## src/logic/ica_pkg.sv

```systemverilog
package ica_pkg;

  // ==========================================================
  // Register offsets
  localparam logic [9:0] OFS_CSR_DATA = 10'h300;
  localparam logic [9:0] OFS_CSR_CMD = 10'h304;
  localparam logic [9:0] OFS_RAM_ADDR_LEN = 10'h308;
  localparam logic [9:0] OFS_RAM_CMD = 10'h30C;

  // ==========================================================
  // Field positions
  localparam int CMD_PENDING_BIT = 31;
  localparam int CMD_DIR_BIT = 30;
  localparam int CMD_SIZE_HI = 18;
  localparam int CMD_SIZE_LO = 16;
  localparam int CMD_ADDR_HI = 15;
  localparam int CMD_ADDR_LO = 0;
  localparam int RAM_LEN_HI = 31;
  localparam int RAM_LEN_LO = 16;
  localparam int RAM_ADDR_HI = 15;
  localparam int RAM_ADDR_LO = 0;
  localparam int RAM_BUSY_BIT = 31;

  // ==========================================================
  // Encodings and reset values
  localparam logic DIR_WRITE = 1'b0;
  localparam logic DIR_READ = 1'b1;
  localparam logic [2:0] SIZE_BYTE = 3'h1;
  localparam logic [2:0] SIZE_WORD = 3'h2;
  localparam logic [2:0] SIZE_DWORD = 3'h4;
  localparam logic [2:0] BYTES_PER_DWORD = 3'h4;
  localparam logic [31:0] RST_DATA = 32'h0000_0000;
  localparam logic [2:0] RST_SIZE = 3'h0;
  localparam logic [15:0] RST_ADDR = 16'h0000;
  localparam logic [15:0] RST_LEN = 16'h0000;
  localparam logic [31:0] READ_ZERO = 32'h0000_0000;

  // ==========================================================
  // Types
  typedef enum logic [1:0] {
    ST_IDLE,
    ST_CSR_WAIT,
    ST_RAM_WAIT,
    ST_RAM_PUSH
  } ica_state_e;

  typedef struct packed {
    logic write;
    logic [15:0] addr;
    logic [3:0] byte_en;
    logic [31:0] wdata;
  } ica_core_req_s;

  typedef struct packed {
    logic [31:0] data;
    logic [2:0] bytes;
  } ica_fifo_word_s;

endpackage

```

## src/logic/ica_core_access.sv

```systemverilog
// Behaviour
// - Writing pending one starts single core access.
// - Pending stays set during access, self-clears.
// - Read clears pending only with data valid.
// - Writing pending zero loads direction, size, address; starts nothing.
// - Direction bit: zero write, one read.
// - Size field selects 1, 2, 4 bytes.
// - Address field is core byte offset.
// - Read length decrements per fetched byte.
// - Read address increments per fetched byte.
// - Data sits low; device aligns toward core.
// - Data read returns core or written value.
// - Busy one starts RAM read, self-clears.
//
// Local design decision: the plain strobed port.
`timescale 1ns/1ps
`default_nettype none

module ica_core_access (
  input wire logic sys_clk_in,
  input wire logic rst_in,
  // Host register port
  input wire logic [9:0] reg_addr_in,
  input wire logic [31:0] reg_wdata_in,
  input wire logic reg_write_in,
  input wire logic reg_read_in,
  output logic [31:0] reg_rdata_out,
  // Core register and RAM space
  output logic core_req_valid_out,
  output ica_pkg::ica_core_req_s core_req_out,
  input wire logic core_ack_in,
  input wire logic [31:0] core_rdata_in,
  // Read FIFO fill side
  output logic fifo_valid_out,
  output ica_pkg::ica_fifo_word_s fifo_word_out,
  input wire logic fifo_ready_in,
  // Status
  output logic access_pending_out,
  output logic ram_read_in_progress_out
);

  // ==========================================================
  // Helpers
  function automatic logic [3:0] lane_mask(input logic [2:0] size,
                                           input logic [1:0] lo);
    logic [3:0] base;
    base = 4'hF;
    case (size)
      ica_pkg::SIZE_BYTE: base = 4'h1;
      ica_pkg::SIZE_WORD: base = 4'h3;
      default: base = 4'hF;
    endcase
    lane_mask = 4'((base << lo));
  endfunction

  function automatic logic [31:0] low_mask(input logic [2:0] size);
    logic [31:0] m;
    m = 32'hFFFF_FFFF;
    case (size)
      ica_pkg::SIZE_BYTE: m = 32'h0000_00FF;
      ica_pkg::SIZE_WORD: m = 32'h0000_FFFF;
      default: m = 32'hFFFF_FFFF;
    endcase
    low_mask = m;
  endfunction

  // ==========================================================
  // State
  ica_pkg::ica_state_e state_q, state_d;
  logic pending_q;
  logic dir_q;
  logic [2:0] size_q;
  logic [15:0] core_register_byte_offset_q;
  logic [31:0] wr_data_q;
  logic [31:0] rd_data_q;
  logic ram_busy_q;
  logic [15:0] ram_len_q;
  logic [15:0] ram_addr_q;
  logic [31:0] reg_rdata_q;
  logic core_valid_q;
  ica_pkg::ica_core_req_s core_req_q;
  logic fifo_valid_q;
  ica_pkg::ica_fifo_word_s fifo_word_q;

  // ==========================================================
  // Register decode
  wire logic wr_data = reg_write_in && (reg_addr_in == ica_pkg::OFS_CSR_DATA);
  wire logic wr_cmd = reg_write_in && (reg_addr_in == ica_pkg::OFS_CSR_CMD);
  wire logic wr_ram_al = reg_write_in &&
                         (reg_addr_in == ica_pkg::OFS_RAM_ADDR_LEN);
  wire logic wr_ram_cmd = reg_write_in &&
                          (reg_addr_in == ica_pkg::OFS_RAM_CMD);

  // Command writes are dropped while an access is pending
  wire logic cmd_accept = wr_cmd && !pending_q;
  // A zero in the pending bit never starts or stops anything
  wire logic csr_start = cmd_accept &&
                         reg_wdata_in[ica_pkg::CMD_PENDING_BIT];
  wire logic ram_start = wr_ram_cmd && !ram_busy_q &&
                         reg_wdata_in[ica_pkg::RAM_BUSY_BIT];
  wire logic al_accept = wr_ram_al && !ram_busy_q;

  wire logic [31:0] cmd_view = {pending_q, dir_q, 11'h000, size_q,
                                core_register_byte_offset_q};
  // Data register view depends on direction
  wire logic [31:0] data_view = (dir_q == ica_pkg::DIR_READ) ?
                                rd_data_q : wr_data_q;
  wire logic [31:0] al_view = {ram_len_q, ram_addr_q};
  wire logic [31:0] ram_cmd_view = {ram_busy_q, 31'h0000_0000};

  wire logic [31:0] read_mux =
    (reg_addr_in == ica_pkg::OFS_CSR_DATA) ? data_view :
    (reg_addr_in == ica_pkg::OFS_CSR_CMD) ? cmd_view :
    (reg_addr_in == ica_pkg::OFS_RAM_ADDR_LEN) ? al_view :
    (reg_addr_in == ica_pkg::OFS_RAM_CMD) ? ram_cmd_view :
    ica_pkg::READ_ZERO;

  // ==========================================================
  // Core side alignment
  wire logic [4:0] csr_shift = {core_register_byte_offset_q[1:0], 3'b000};
  // Low-order host data is moved onto the addressed lanes
  wire logic [31:0] csr_wdata_al =
    32'((wr_data_q & low_mask(size_q)) << csr_shift);
  wire logic [31:0] csr_rdata_al =
    32'(core_rdata_in >> csr_shift) & low_mask(size_q);

  // Bytes from the next address up to the end of its dword
  wire logic [2:0] to_word_end = ica_pkg::BYTES_PER_DWORD -
                                 {1'b0, ram_addr_q[1:0]};
  wire logic [2:0] ram_step = (ram_len_q < {13'h0000, to_word_end}) ?
                              ram_len_q[2:0] : to_word_end;
  wire logic [4:0] ram_shift = {ram_addr_q[1:0], 3'b000};
  wire logic [31:0] ram_rdata_al = 32'(core_rdata_in >> ram_shift);

  // ==========================================================
  // Sequencer
  wire logic idle_csr = (state_q == ica_pkg::ST_IDLE) && pending_q;
  wire logic idle_ram = (state_q == ica_pkg::ST_IDLE) && !pending_q &&
                        ram_busy_q && (ram_len_q != ica_pkg::RST_LEN);
  wire logic ram_done_idle = (state_q == ica_pkg::ST_IDLE) && !pending_q &&
                             ram_busy_q && (ram_len_q == ica_pkg::RST_LEN);
  wire logic csr_ack = (state_q == ica_pkg::ST_CSR_WAIT) && core_ack_in;
  wire logic ram_ack = (state_q == ica_pkg::ST_RAM_WAIT) && core_ack_in;
  wire logic fifo_take = fifo_valid_q && fifo_ready_in;

  always_comb begin
    state_d = state_q;
    case (state_q)
      ica_pkg::ST_IDLE: begin
        if (idle_csr) begin
          state_d = ica_pkg::ST_CSR_WAIT;
        end else if (idle_ram) begin
          state_d = ica_pkg::ST_RAM_WAIT;
        end
      end
      ica_pkg::ST_CSR_WAIT: begin
        if (core_ack_in) begin
          state_d = ica_pkg::ST_IDLE;
        end
      end
      ica_pkg::ST_RAM_WAIT: begin
        if (core_ack_in) begin
          state_d = ica_pkg::ST_RAM_PUSH;
        end
      end
      ica_pkg::ST_RAM_PUSH: begin
        if (fifo_take) begin
          state_d = ica_pkg::ST_IDLE;
        end
      end
      default: state_d = ica_pkg::ST_IDLE;
    endcase
  end

  always_ff @(posedge sys_clk_in or posedge rst_in) begin
    if (rst_in) begin
      state_q <= ica_pkg::ST_IDLE;
    end else begin
      state_q <= state_d;
    end
  end

  // ==========================================================
  // Single core register access
  always_ff @(posedge sys_clk_in or posedge rst_in) begin
    if (rst_in) begin
      pending_q <= 1'b0;
      dir_q <= ica_pkg::DIR_WRITE;
      size_q <= ica_pkg::RST_SIZE;
      core_register_byte_offset_q <= ica_pkg::RST_ADDR;
    end else begin
      if (cmd_accept) begin
        dir_q <= reg_wdata_in[ica_pkg::CMD_DIR_BIT];
        size_q <= reg_wdata_in[ica_pkg::CMD_SIZE_HI:ica_pkg::CMD_SIZE_LO];
        core_register_byte_offset_q <= reg_wdata_in[ica_pkg::CMD_ADDR_HI:ica_pkg::CMD_ADDR_LO];
      end
      // Pending drops on the same edge that captures read data
      if (csr_start) begin
        pending_q <= 1'b1;
      end else if (csr_ack) begin
        pending_q <= 1'b0;
      end
    end
  end

  always_ff @(posedge sys_clk_in or posedge rst_in) begin
    if (rst_in) begin
      wr_data_q <= ica_pkg::RST_DATA;
      rd_data_q <= ica_pkg::RST_DATA;
    end else begin
      if (wr_data && !pending_q) begin
        wr_data_q <= reg_wdata_in;
      end
      if (csr_ack && (dir_q == ica_pkg::DIR_READ)) begin
        rd_data_q <= csr_rdata_al;
      end
    end
  end

  // ==========================================================
  // Process RAM burst read
  always_ff @(posedge sys_clk_in or posedge rst_in) begin
    if (rst_in) begin
      ram_busy_q <= 1'b0;
      ram_len_q <= ica_pkg::RST_LEN;
      ram_addr_q <= ica_pkg::RST_ADDR;
    end else begin
      if (al_accept) begin
        ram_len_q <= reg_wdata_in[ica_pkg::RAM_LEN_HI:ica_pkg::RAM_LEN_LO];
        ram_addr_q <= reg_wdata_in[ica_pkg::RAM_ADDR_HI:ica_pkg::RAM_ADDR_LO];
      end else if (ram_ack) begin
        ram_len_q <= ram_len_q - {13'h0000, ram_step};
        ram_addr_q <= ram_addr_q + {13'h0000, ram_step};
      end
      if (ram_start) begin
        ram_busy_q <= 1'b1;
      end else if (ram_done_idle) begin
        ram_busy_q <= 1'b0;
      end
    end
  end

  // ==========================================================
  // Core request and FIFO outputs
  always_ff @(posedge sys_clk_in or posedge rst_in) begin
    if (rst_in) begin
      core_valid_q <= 1'b0;
      core_req_q <= '0;
    end else begin
      if (idle_csr) begin
        core_valid_q <= 1'b1;
        core_req_q.write <= (dir_q == ica_pkg::DIR_WRITE);
        core_req_q.addr <= core_register_byte_offset_q;
        core_req_q.byte_en <= lane_mask(size_q, core_register_byte_offset_q[1:0]);
        core_req_q.wdata <= csr_wdata_al;
      end else if (idle_ram) begin
        core_valid_q <= 1'b1;
        core_req_q.write <= 1'b0;
        core_req_q.addr <= {ram_addr_q[15:2], 2'b00};
        core_req_q.byte_en <= lane_mask(ica_pkg::SIZE_DWORD, 2'b00);
        core_req_q.wdata <= ica_pkg::RST_DATA;
      end else if (core_ack_in) begin
        core_valid_q <= 1'b0;
      end
    end
  end

  always_ff @(posedge sys_clk_in or posedge rst_in) begin
    if (rst_in) begin
      fifo_valid_q <= 1'b0;
      fifo_word_q <= '0;
    end else begin
      if (ram_ack) begin
        fifo_valid_q <= 1'b1;
        fifo_word_q.data <= ram_rdata_al;
        fifo_word_q.bytes <= ram_step;
      end else if (fifo_take) begin
        fifo_valid_q <= 1'b0;
      end
    end
  end

  // ==========================================================
  // Register read data, one cycle after the strobe
  always_ff @(posedge sys_clk_in or posedge rst_in) begin
    if (rst_in) begin
      reg_rdata_q <= ica_pkg::READ_ZERO;
    end else if (reg_read_in) begin
      reg_rdata_q <= read_mux;
    end else begin
      reg_rdata_q <= ica_pkg::READ_ZERO;
    end
  end

  assign reg_rdata_out = reg_rdata_q;
  assign core_req_valid_out = core_valid_q;
  assign core_req_out = core_req_q;
  assign fifo_valid_out = fifo_valid_q;
  assign fifo_word_out = fifo_word_q;
  assign access_pending_out = pending_q;
  assign ram_read_in_progress_out = ram_busy_q;

endmodule

`default_nettype wire

```

## config.mk

```make
export PLATFORM = sky130hd
export DESIGN_NAME = ica_core_access
export DESIGN_NICKNAME = d
export VERILOG_FILES = /design/src/logic/ica_pkg.sv /design/src/logic/ica_core_access.sv
export SDC_FILE = /design/constraint.sdc
export NUM_CORES = 1
export LEC_CHECK = 0
export BUFFER_PORTS_ARGS = -buffer_cell sky130_fd_sc_hd__buf_2
export CORE_UTILIZATION = 55
export CTS_BUF_LIST = sky130_fd_sc_hd__clkbuf_8
export CTS_CLUSTER_DIAMETER = 50
export DETAILED_ROUTE_END_ITERATION = 12
export PLACE_DENSITY = 0.83
export SYNTH_ARGS = -nofsm -noshare
export SYNTH_HDL_FRONTEND = slang
export SYNTH_SLANG_ARGS = --single-unit
```

## constraint.sdc

```tcl
create_clock -name sys_clk_in -period 9.7 [get_ports sys_clk_in]
set_input_delay 1.455 -clock sys_clk_in [delete_from_list [all_inputs] [get_ports sys_clk_in]]
set_output_delay 1.455 -clock sys_clk_in [all_outputs]
set_load 0.01 [all_outputs]
```

# After elaboration in Yosys (flattened, before gate mapping)
# Cells that the tools add are included.
# W data, S select, Z words.
# op_classes
n_lt_le_gt_ge	1
n_shift	4
mux	31
n_eq_ne	13
n_bitwise	3
addsub	3
n_reduce_logical	31
# op_table
operator	count
$mux W32	6
$mux W53	2
$and A32 B32 Y32	2
$mux W16	4
$pmux W32 S2	1
$shr A32 B5 Y32	2
$eq A10 B10 Y1 const B	4
$shl A32 B5 Y32	1
$logic_and A1 B1 Y1	19
$add A16 B3 Y16	1
$logic_not A16 Y1	1
$lt A16 B3 Y1	1
$reduce_bool A16 Y1	1
$sub A16 B3 Y16	1
$mux W2	5
$reduce_bool A2 Y1	5
$mux W1	9
$pmux W2 S4	1
$pmux W4 S2	1
$ne A2 B2 Y1 const B	3
$eq A2 B2 Y1 const B	2
$mux W4	1
$reduce_and A4 Y1	1
$shl A4 B2 Y4	1
10 further kinds	11
# totals
reg_bits	242
wordCells	105
in_bits	80

# Longest topological paths before layout
# Gate-level depths: netlist (run 1).
# depth
ltp_word	7
depth_mapped	19
depth_no_buf	17

# Worst setup path after synthesis (run 1)
# Ideal clock, no wire load.
# synth_timing
path_type	reg-to-reg
from	reg ram_addr_q[1]
to	reg ram_len_q[6]
synth_period_minus_slack_ps	4143
path_stages_with_launch	18
setup_time_ps	125
setup_slack_ps	5557
path_buffers	2
arrival_time_ps	4018
path_cell_list	dfrtp_1 -> clkbuf_1 -> clkbuf_1 -> inv_1 -> ha_1 -> inv_1 -> ha_1 -> nor4_1 -> nand4_1 -> a21oi_2 -> mux2i_1 -> ha_1 -> inv_1 -> ha_1 -> a211oi_1 -> o31ai_2 -> xnor2_1 -> mux2_2
# synth_via
elab_chain_len	6
# synth_rtl
item	line	source
from (decl)	ica_core_access.sv:78	logic [15:0] ram_addr_q;
from (signal assigned)	ica_core_access.sv:226	ram_addr_q <= ica_pkg::RST_ADDR;
from (signal assigned)	ica_core_access.sv:230	ram_addr_q <= reg_wdata_in[ica_pkg::RAM_ADDR_HI:ica_pkg::RAM_ADDR_LO];
from (signal assigned)	ica_core_access.sv:233	ram_addr_q <= ram_addr_q + {13'h0000, ram_step};
$sub A3 B2 Y3	ica_core_access.sv:128	wire logic [2:0] to_word_end = ica_pkg::BYTES_PER_DWORD -
$lt A16 B3 Y1	ica_core_access.sv:130	wire logic [2:0] ram_step = (ram_len_q < {13'h0000, to_word_end}) ?
$mux W3	ica_core_access.sv:130	
net ram_step[0]	ica_core_access.sv:130	
$sub A16 B3 Y16	ica_core_access.sv:232	ram_len_q <= ram_len_q - {13'h0000, ram_step};
$mux W16	ica_core_access.sv:231	end else if (ram_ack) begin
$mux W16	ica_core_access.sv:228	if (al_accept) begin
to (signal assigned)	ica_core_access.sv:225	ram_len_q <= ica_pkg::RST_LEN;
to (signal assigned)	ica_core_access.sv:229	ram_len_q <= reg_wdata_in[ica_pkg::RAM_LEN_HI:ica_pkg::RAM_LEN_LO];
to (signal assigned)	ica_core_access.sv:232	
to (decl)	ica_core_access.sv:77	logic [15:0] ram_len_q;
# The timed path passes the listed nets, and every way through them passes these cells. The select of a mux whose other input is x is not followed.
# A chain may end at the register's enable or synchronous reset.

# Final worst setup path (run 1)
# Same ends and word-level chain as after synthesis.

==> results of run 1 <==
stage by stage:
step	cell area, µm²	hold slack [ps]
3_5_place_dp	13200	451
3_3_place_gp	13200	448
6_report	14100	462
5_1_grt	14100	491
2_1_floorplan	12100	450
4_1_cts	14100	463
routing by layer:
| layer | global-route usage, % | vias up | wire [µm] |
|---|---|---|---|
| met5 | 0 | - | 0 |
| met1 | 44.9 | 4976 | 14700 |
| met4 | 14.9 | 0 | 1340 |
| li1 | - | 4654 | - |
| met3 | 6.39 | 91 | 3310 |
| met2 | 47.7 | 527 | 15900 |
area by class of cell:
| cell class | instances | area (µm²) | share of cell area [%] |
|---|---|---|---|
| sequential | 242 | 6060 | 42.9 |
| multi-input combinational | 841 | 5570 | 39.4 |
| timing repair buffer | 219 | 1140 | 8.05 |
| clock buffer | 56 | 771 | 5.46 |
| tap | 275 | 344 | 2.44 |
| inverter | 35 | 139 | 0.984 |
| clock inverter | 16 | 92.6 | 0.656 |
| antenna | 3 | 7.51 | 0.0532 |
state kept, by name (all words and copies together), names as in the netlist:
name,flops
core_req_out,53
fifo_word_out,35
ram_read_in_progress_out,1
core_req_valid_out,1
fifo_valid_out,1
dir_q,1
size_q,3
reg_rdata_out,32
state_q,2
access_pending_out,1
core_register_byte_offset_q,16
rd_data_q,32
wr_data_q,32
ram_addr_q,16
ram_len_q,16
worst max-delay path: stages (launching register included):
cell and delay, ps:
dfrtp_1 380, inv_1 120, ha_1 250, inv_1 140, ha_1 200, nor4_1 300
nand4_1 230, a21oi_2 350, mux2i_1 360, ha_1 240, inv_1 50, ha_1 250
a211oi_1 800, o31ai_2 190, xnor2_1 160, mux2_2 260
power breakdown:
group          internal, W  switching, W  leakage, nW  total [W]
Clock             0.000538      0.000411        0.489   0.000949
Combinational     0.000307      0.000483         3.13   0.000790
Sequential         0.00113      0.000130         3.27    0.00126
Total              0.00198       0.00102         6.89    0.00300
final timing paths:
kind	start	end	slack [ps]	cells past startpoint
worst max register to register	ram_addr_q[1]	ram_len_q[6]	5320	15
worst max-delay path	ram_addr_q[1]	ram_len_q[6]	5320	15
worst min-delay path	fifo_word_out[27]	fifo_word_out[27]	460	2
min in group asynchronous	rst_in	reg_rdata_out[20]	1110	2
worst min register to register	fifo_word_out[27]	fifo_word_out[27]	460	2
max in group asynchronous	rst_in	core_register_byte_offset_q[0]	7200	3
cells by family after synthesis:
group | count (synthesis) | share of synthesized area, %
xor gates and xnor gates | 19 | 1.38
AOI/OAI and AO/OA | 302 | 16.1
muxes | 140 | 12.2
and+or+nand+nor | 371 | 15.2
adders and majority gates | 9 | 0.974
DFF | 242 | 50.1
buffers and inverters | 120 | 3.94
placed cells by master (no fill, tap or decap), types with 10 or more instances in the layout:
cell type / count
o31ai_1: 21
inv_1: 46
a211oi_1: 39
nand3_1: 27
buf_2: 203
o21ai_1: 10
nor2_1: 75
a22o_1: 34
mux2_1: 32
a21oi_1: 101
o21ai_0: 51
mux2i_1: 78
dfrtp_1: 240
clkbuf_8: 56
nor2b_1: 53
nand2_1: 124
o211ai_1: 10
buf_4: 16
mux2_2: 30
and2_1: 10
xor2_1: 12
nor3_1: 29
or3_1: 10
==> summary.md, run 1 <==
| Metric | Value |
|---|---|
| TritonCTS clock tree | `built` |
| Largest area contributor in the netlist | `dfrtp_1` |
| Final setup violation count | `0` |
| Layout Nets | `1468` |
| EDFF count, synth | `0` |
| Initial Util | `56.8%` |
| Final core occ | `66.3%` |
| Leakage | `6.89 nW` |
| Full die area | `0.0226 mm²` |
| Fin. Hold Viols | `0` |
| Hold Buf Count CTS | `0` |
| Clock buffer count from CTS | `41` |
| Syn nets | `1291` |
| Core area | `0.0213 mm²` |
| Highest clock rate | `228 MHz` |
| CP max FO | `7` |
| Vias | `10248` |
| Clk sink count | `242` |
| DR vias/cell | `6.07` |
| Vias in the first global route | `9952` |
| Syn Area/Cell | `10.0 µm²` |
| Number of cell rows | `53` |
| Post-synth top area share | `50.1%` |
| Worst-Margin Slew | `1160 ps` |
| Dpl hpwl | `24200 µm` |
| Port bufs | `203` |
| Iter 0 DRT Violations | `1047` |
| Clk buf depth | `3` |
| DP Worst Slack | `5430 ps` |
| Drt total wl | `35300 µm` |
| Status | `finished clean` |
| RSZ-0062 raised after global routing | `false` |
| CP endpoint kind | `flop` |
| Iteration count of the initial detailed-routing pass | `5` |
| Synth Warn # | `0` |
| Cell variety after synth | `63` |
| Final worst slack | `5320 ps` |
| Filler cells | `1640` |
| Share of layout cells above drive strength 1 | `23.0%` |
| DP Cell Count | `1612` |
| CP startpoint kind | `flop` |
| Crit path arrival time | `4810 ps` |
| Seq/Total Area, Yosys | `50.1%` |
| Kind of critical path | `reg -> reg` |
| Clock transition at the registers of the reported paths | `60 ps` |
| Clk_lat worst skew | `550 ps` |
| Commonest cells in the netlist | `242 x dfrtp_1, 124 x nand2_1, 101 x a21oi_1, 78 x mux2i_1, 75 x nor2_1` |
| Worst path required time | `10140 ps` |
| Post-cts sizing count | `0` |
| Initial antenna violation count | `3` |
| Final Critical Period | `4380 ps` |
| Pwr per Cell Area | `213 mW/mm²` |
| Ys async rst share | `100%` |
| Routed wire per std cell | `20.9 µm` |
| Die width | `150 µm` |
| RD Place Congestion | `0.936` |
| #FFs+latches synth | `242` |
| Largest net degree at the start of global routing | `128` |
| Die height | `150 µm` |
| Total Routing Usage GR | `31.9%` |
| Fin Setup TNS | `0 ps` |
| Worst min-delay path class | `reg -> reg` |
| Peak VDD IR | `0.169 mV` |
| H-Tree Depth | `2` |
| Synthesized area | `0.0121 mm²` |
| Synth-to-layout area growth | `16.9%` |
| GR Overflow Total | `0` |
| Most common cell in the netlist | `dfrtp_1` |
| Setup Buffers After CTS | `0` |
| Post-Layout Cell Count | `1687` |
| Rel. slew slack | `22.7%` |
| Antenna-violating nets left | `0` |
| Ys flop type | `dfrtp_1` |
| I/O Pins | `204` |
| Total power | `0.00300 W` |
| Clock skew | `34.1 ps` |
| First-pass GRT wire length | `54700 µm` |
| # DRC | `0` |
| Tcrit/Tclk final | `45.1%` |
| Top post-synthesis cells by area | `dfrtp_1 50%, mux2i_1 6.5%, a21oi_1 4.2%, nand2_1 3.9%, mux2_1 3.0%` |
| Root Buffer | `clkbuf_8` |
| Max-slew violation count | `0` |
| Syn Inst Count | `1203` |
| Max_cap viols | `0` |
Power figures use the tool's default switching activity.
==> inputs of run 2 (changes only) <==
- CORE_UTILIZATION: 55 -> 53
- PLACE_DENSITY: 0.83 -> 0.84
- clock period: 9.7 -> 3.9 ns (I/O delays scaled with it)
==> run 2 against run 1 <==
Die area up 3.7%. Highest routed layer is now met5. Largest cell class unchanged. Via count up 1.5%. Global-route usage down 0.98 points. Critical path depth up 1.
==> summary.md, run 2 (synthesized netlist as in run 1, its figures left out) <==
| Metric | Value |
|---|---|
| TritonCTS clock tree | `built` |
| Core area | `0.0221 mm² (+3.8%)` |
| Kind of critical path | `reg -> reg` |
| Clock transition at the registers of the reported paths | `70 ps (about the same)` |
| Clk_lat worst skew | `560 ps (about the same)` |
| RD Place Congestion | `0.932 (-0.44%)` |
| Rel. slew slack | `22.5% (-0.25 points)` |
| Post-Layout Cell Count | `1707 (+1.2%)` |
| I/O Pins | `204 (unchanged)` |
| Sequential power share | `41.7% (-0.4 points)` |
| Largest net degree at the start of global routing | `140 (+9.4%)` |
| Root Buffer | `clkbuf_8` |
| CP max FO | `6 (-1)` |
| Hold Path End | `wr_data_q[24]` |
| Clk buf depth | `3 (unchanged)` |
| Final Critical Period | `3660 ps (-720 ps)` |
| Filler cells | `1769 (+7.9%)` |
| Vias | `10401 (+1.5%)` |
| First-pass GRT wire length | `56200 µm (+2.7%)` |
| Sw frac | `34.7% (+0.61 points)` |
| DR vias/cell | `6.09 (+0.30%)` |
| Number of cell rows | `54 (+1.9%)` |
| Antenna-violating nets left | `0 (unchanged)` |
| WHS Path Cells | `2 (unchanged)` |
| Initial antenna violation count | `4 (+1)` |
| Hold Path Origin | `reg_wdata_in[24]` |
| GR Overflow Total | `0 (unchanged)` |
| Die width | `153 µm (+1.8%)` |
| Clock skew | `31.3 ps (-2.81 ps)` |
| Leading cell type in the layout, fill and taps excluded | `dfrtp_1` |
| Pwr per Cell Area | `525 mW/mm² (+150%)` |
| Worst path required time | `4330 ps (-5810 ps)` |
| # DRC | `0 (unchanged)` |
| R2R depth | `16 (+1)` |
| Drt total wl | `35600 µm (+0.69%)` |
| Fin. Hold Viols | `0 (unchanged)` |
| Status | `finished clean` |
| Peak VDD IR | `0.388 mV (+130%)` |
| Vias in the first global route | `10129 (+1.8%)` |
| Share of layout cells above drive strength 1 | `24.4% (+1.4 points)` |
| Max reg flops | `53 (unchanged)` |
| Routed wire per std cell | `20.8 µm (-0.49%)` |
| Full die area | `0.0234 mm² (+3.7%)` |
| Max-slew violation count | `0 (unchanged)` |
| P_sw | `0.00260 W (+150%)` |
| CP endpoint kind | `flop` |
| FF-to-FF Start | `ram_addr_q[0]` |
| Iter 0 DRT Violations | `760 (-27%)` |
| Worst reg2reg endpoint | `ram_len_q[6]` |
| Initial Util | `54.7% (-2.1 points)` |
| Cell Area, Placed | `0.0134 mm² (+1.1%)` |
| Synth-to-layout area growth | `18.0%` |
| P_int | `0.00488 W (+150%)` |
| Layout Nets | `1486 (+1.2%)` |
| Tcrit/Tclk final | `93.8% (+49 points)` |
| Dpl hpwl | `25000 µm (+3.0%)` |
| CP startpoint kind | `flop` |
| Clk pwr share | `29.9% (-1.7 points)` |
| Clock buffer count from CTS | `41 (unchanged)` |
| Cell area after layout | `0.0143 mm² (+1.0%)` |
| Die height | `153 µm (+1.8%)` |
| H-Tree Depth | `2 (unchanged)` |
| Logic pwr share | `28.3% (+2.0 points)` |
| Leakage | `6.96 nW (+0.91%)` |
| Reg-to-reg slack, setup | `240 ps (-5080 ps)` |
| Most frequent cells in the layout | `240 x dfrtp_1, 203 x buf_2, 124 x nand2_1, 100 x a21oi_1, 77 x mux2i_1` |
| Crit path arrival time | `4090 ps (-720 ps)` |
| Worst-Margin Slew | `1150 ps (-5.10 ps)` |
| DP Cell Count | `1631 (+1.2%)` |
| Max_cap viols | `0 (unchanged)` |
| Clk sink count | `242 (unchanged)` |
| Iteration count of the initial detailed-routing pass | `6 (+1)` |
| Worst min-delay path class | `in -> reg` |
| Port bufs | `203 (unchanged)` |
| Final setup violation count | `0 (unchanged)` |
| Total Routing Usage GR | `31.0% (-0.98 points)` |
| Highest clock rate | `273 MHz (+20%)` |
-- run 2: cell type report --
class                           instances  area [µm²]  area share [%]
Antenna cell                            1        2.50          0.0175
Clock buffer                           50         688            4.83
Clock inverter                         21         118           0.825
Inverter                               35         135           0.948
Multi-Input combinational cell        841        5620            39.4
Sequential cell                       242        6060            42.5
Tap cell                              280         350            2.46
Timing Repair Buffer                  237        1290            9.02
-- run 2: per-layer routing --
metal	global-route usage, %	vias to the layer above	wire [µm]
met4	15.5	4	1540
li1	-	4679	-
met5	0	-	30
met2	45.7	551	15600
met1	42.1	5054	14800
met3	8.48	113	3520
-- run 2: worst max-delay path by stage --
stage | cells after the start | to | start
2_1_floorplan | 19 | ram_addr_q[12] | ram_addr_q[1]
3_3_place_gp | 19 | ram_addr_q[13] | ram_addr_q[1]
3_5_place_dp | 17 | ram_addr_q[12] | ram_addr_q[0]
4_1_cts | 17 | ram_addr_q[12] | ram_addr_q[0]
5_1_grt | 19 | ram_addr_q[13] | ram_addr_q[1]
6_report | 16 | ram_len_q[6] | ram_addr_q[0]
-- run 2: worst max-delay path: stages, from the launching register on --
cell      delay, ps
dfrtp_1         400
inv_2           100
ha_2            190
inv_1            60
ha_1            180
nor4_2          240
nand4_1         210
a21oi_2         230
mux2i_2         320
buf_4           160
ha_1            170
inv_1            50
ha_1            290
a211oi_4        390
o31ai_2         140
xnor2_1         160
mux2_2          260
-- run 2: timing repair --
| item | CTS | global route |
|---|---|---|
| endpoints found under the setup margin | 0 | 9 |
| resized for setup | 0 | 8 |
| hold buffers | 1 | 0 |
| buffers inserted | 0 | 3 |
| endpoints found under the hold margin | 10 | 0 |
-- run 2: stage by stage --
step	setup TNS [ps]	total power, W	hold WS, ps	setup WS [ps]	util (%)
after floorplan	0	0.00453	450	28.7	-
after global placement	0	0.00515	448	302	60.6
after detailed placement	0	0.00520	455	156	60.6
after CTS	0	0.00744	246	149	64.3
after global routing	-61.9	0.00790	269	-34.8	64.5
final	0	0.00748	267	243	64.5
-- run 2: power groups by stage --
| stage | clock, W | combinational [W] | sequential [W] |
|---|---|---|---|
| after floorplan | 0 | 0.00138 | 0.00315 |
| after global routing | 0.00239 | 0.00235 | 0.00316 |
| after detailed placement | 0 | 0.00206 | 0.00314 |
| after global placement | 0 | 0.00201 | 0.00313 |
| final | 0.00224 | 0.00212 | 0.00312 |
| after CTS | 0.00227 | 0.00207 | 0.00311 |
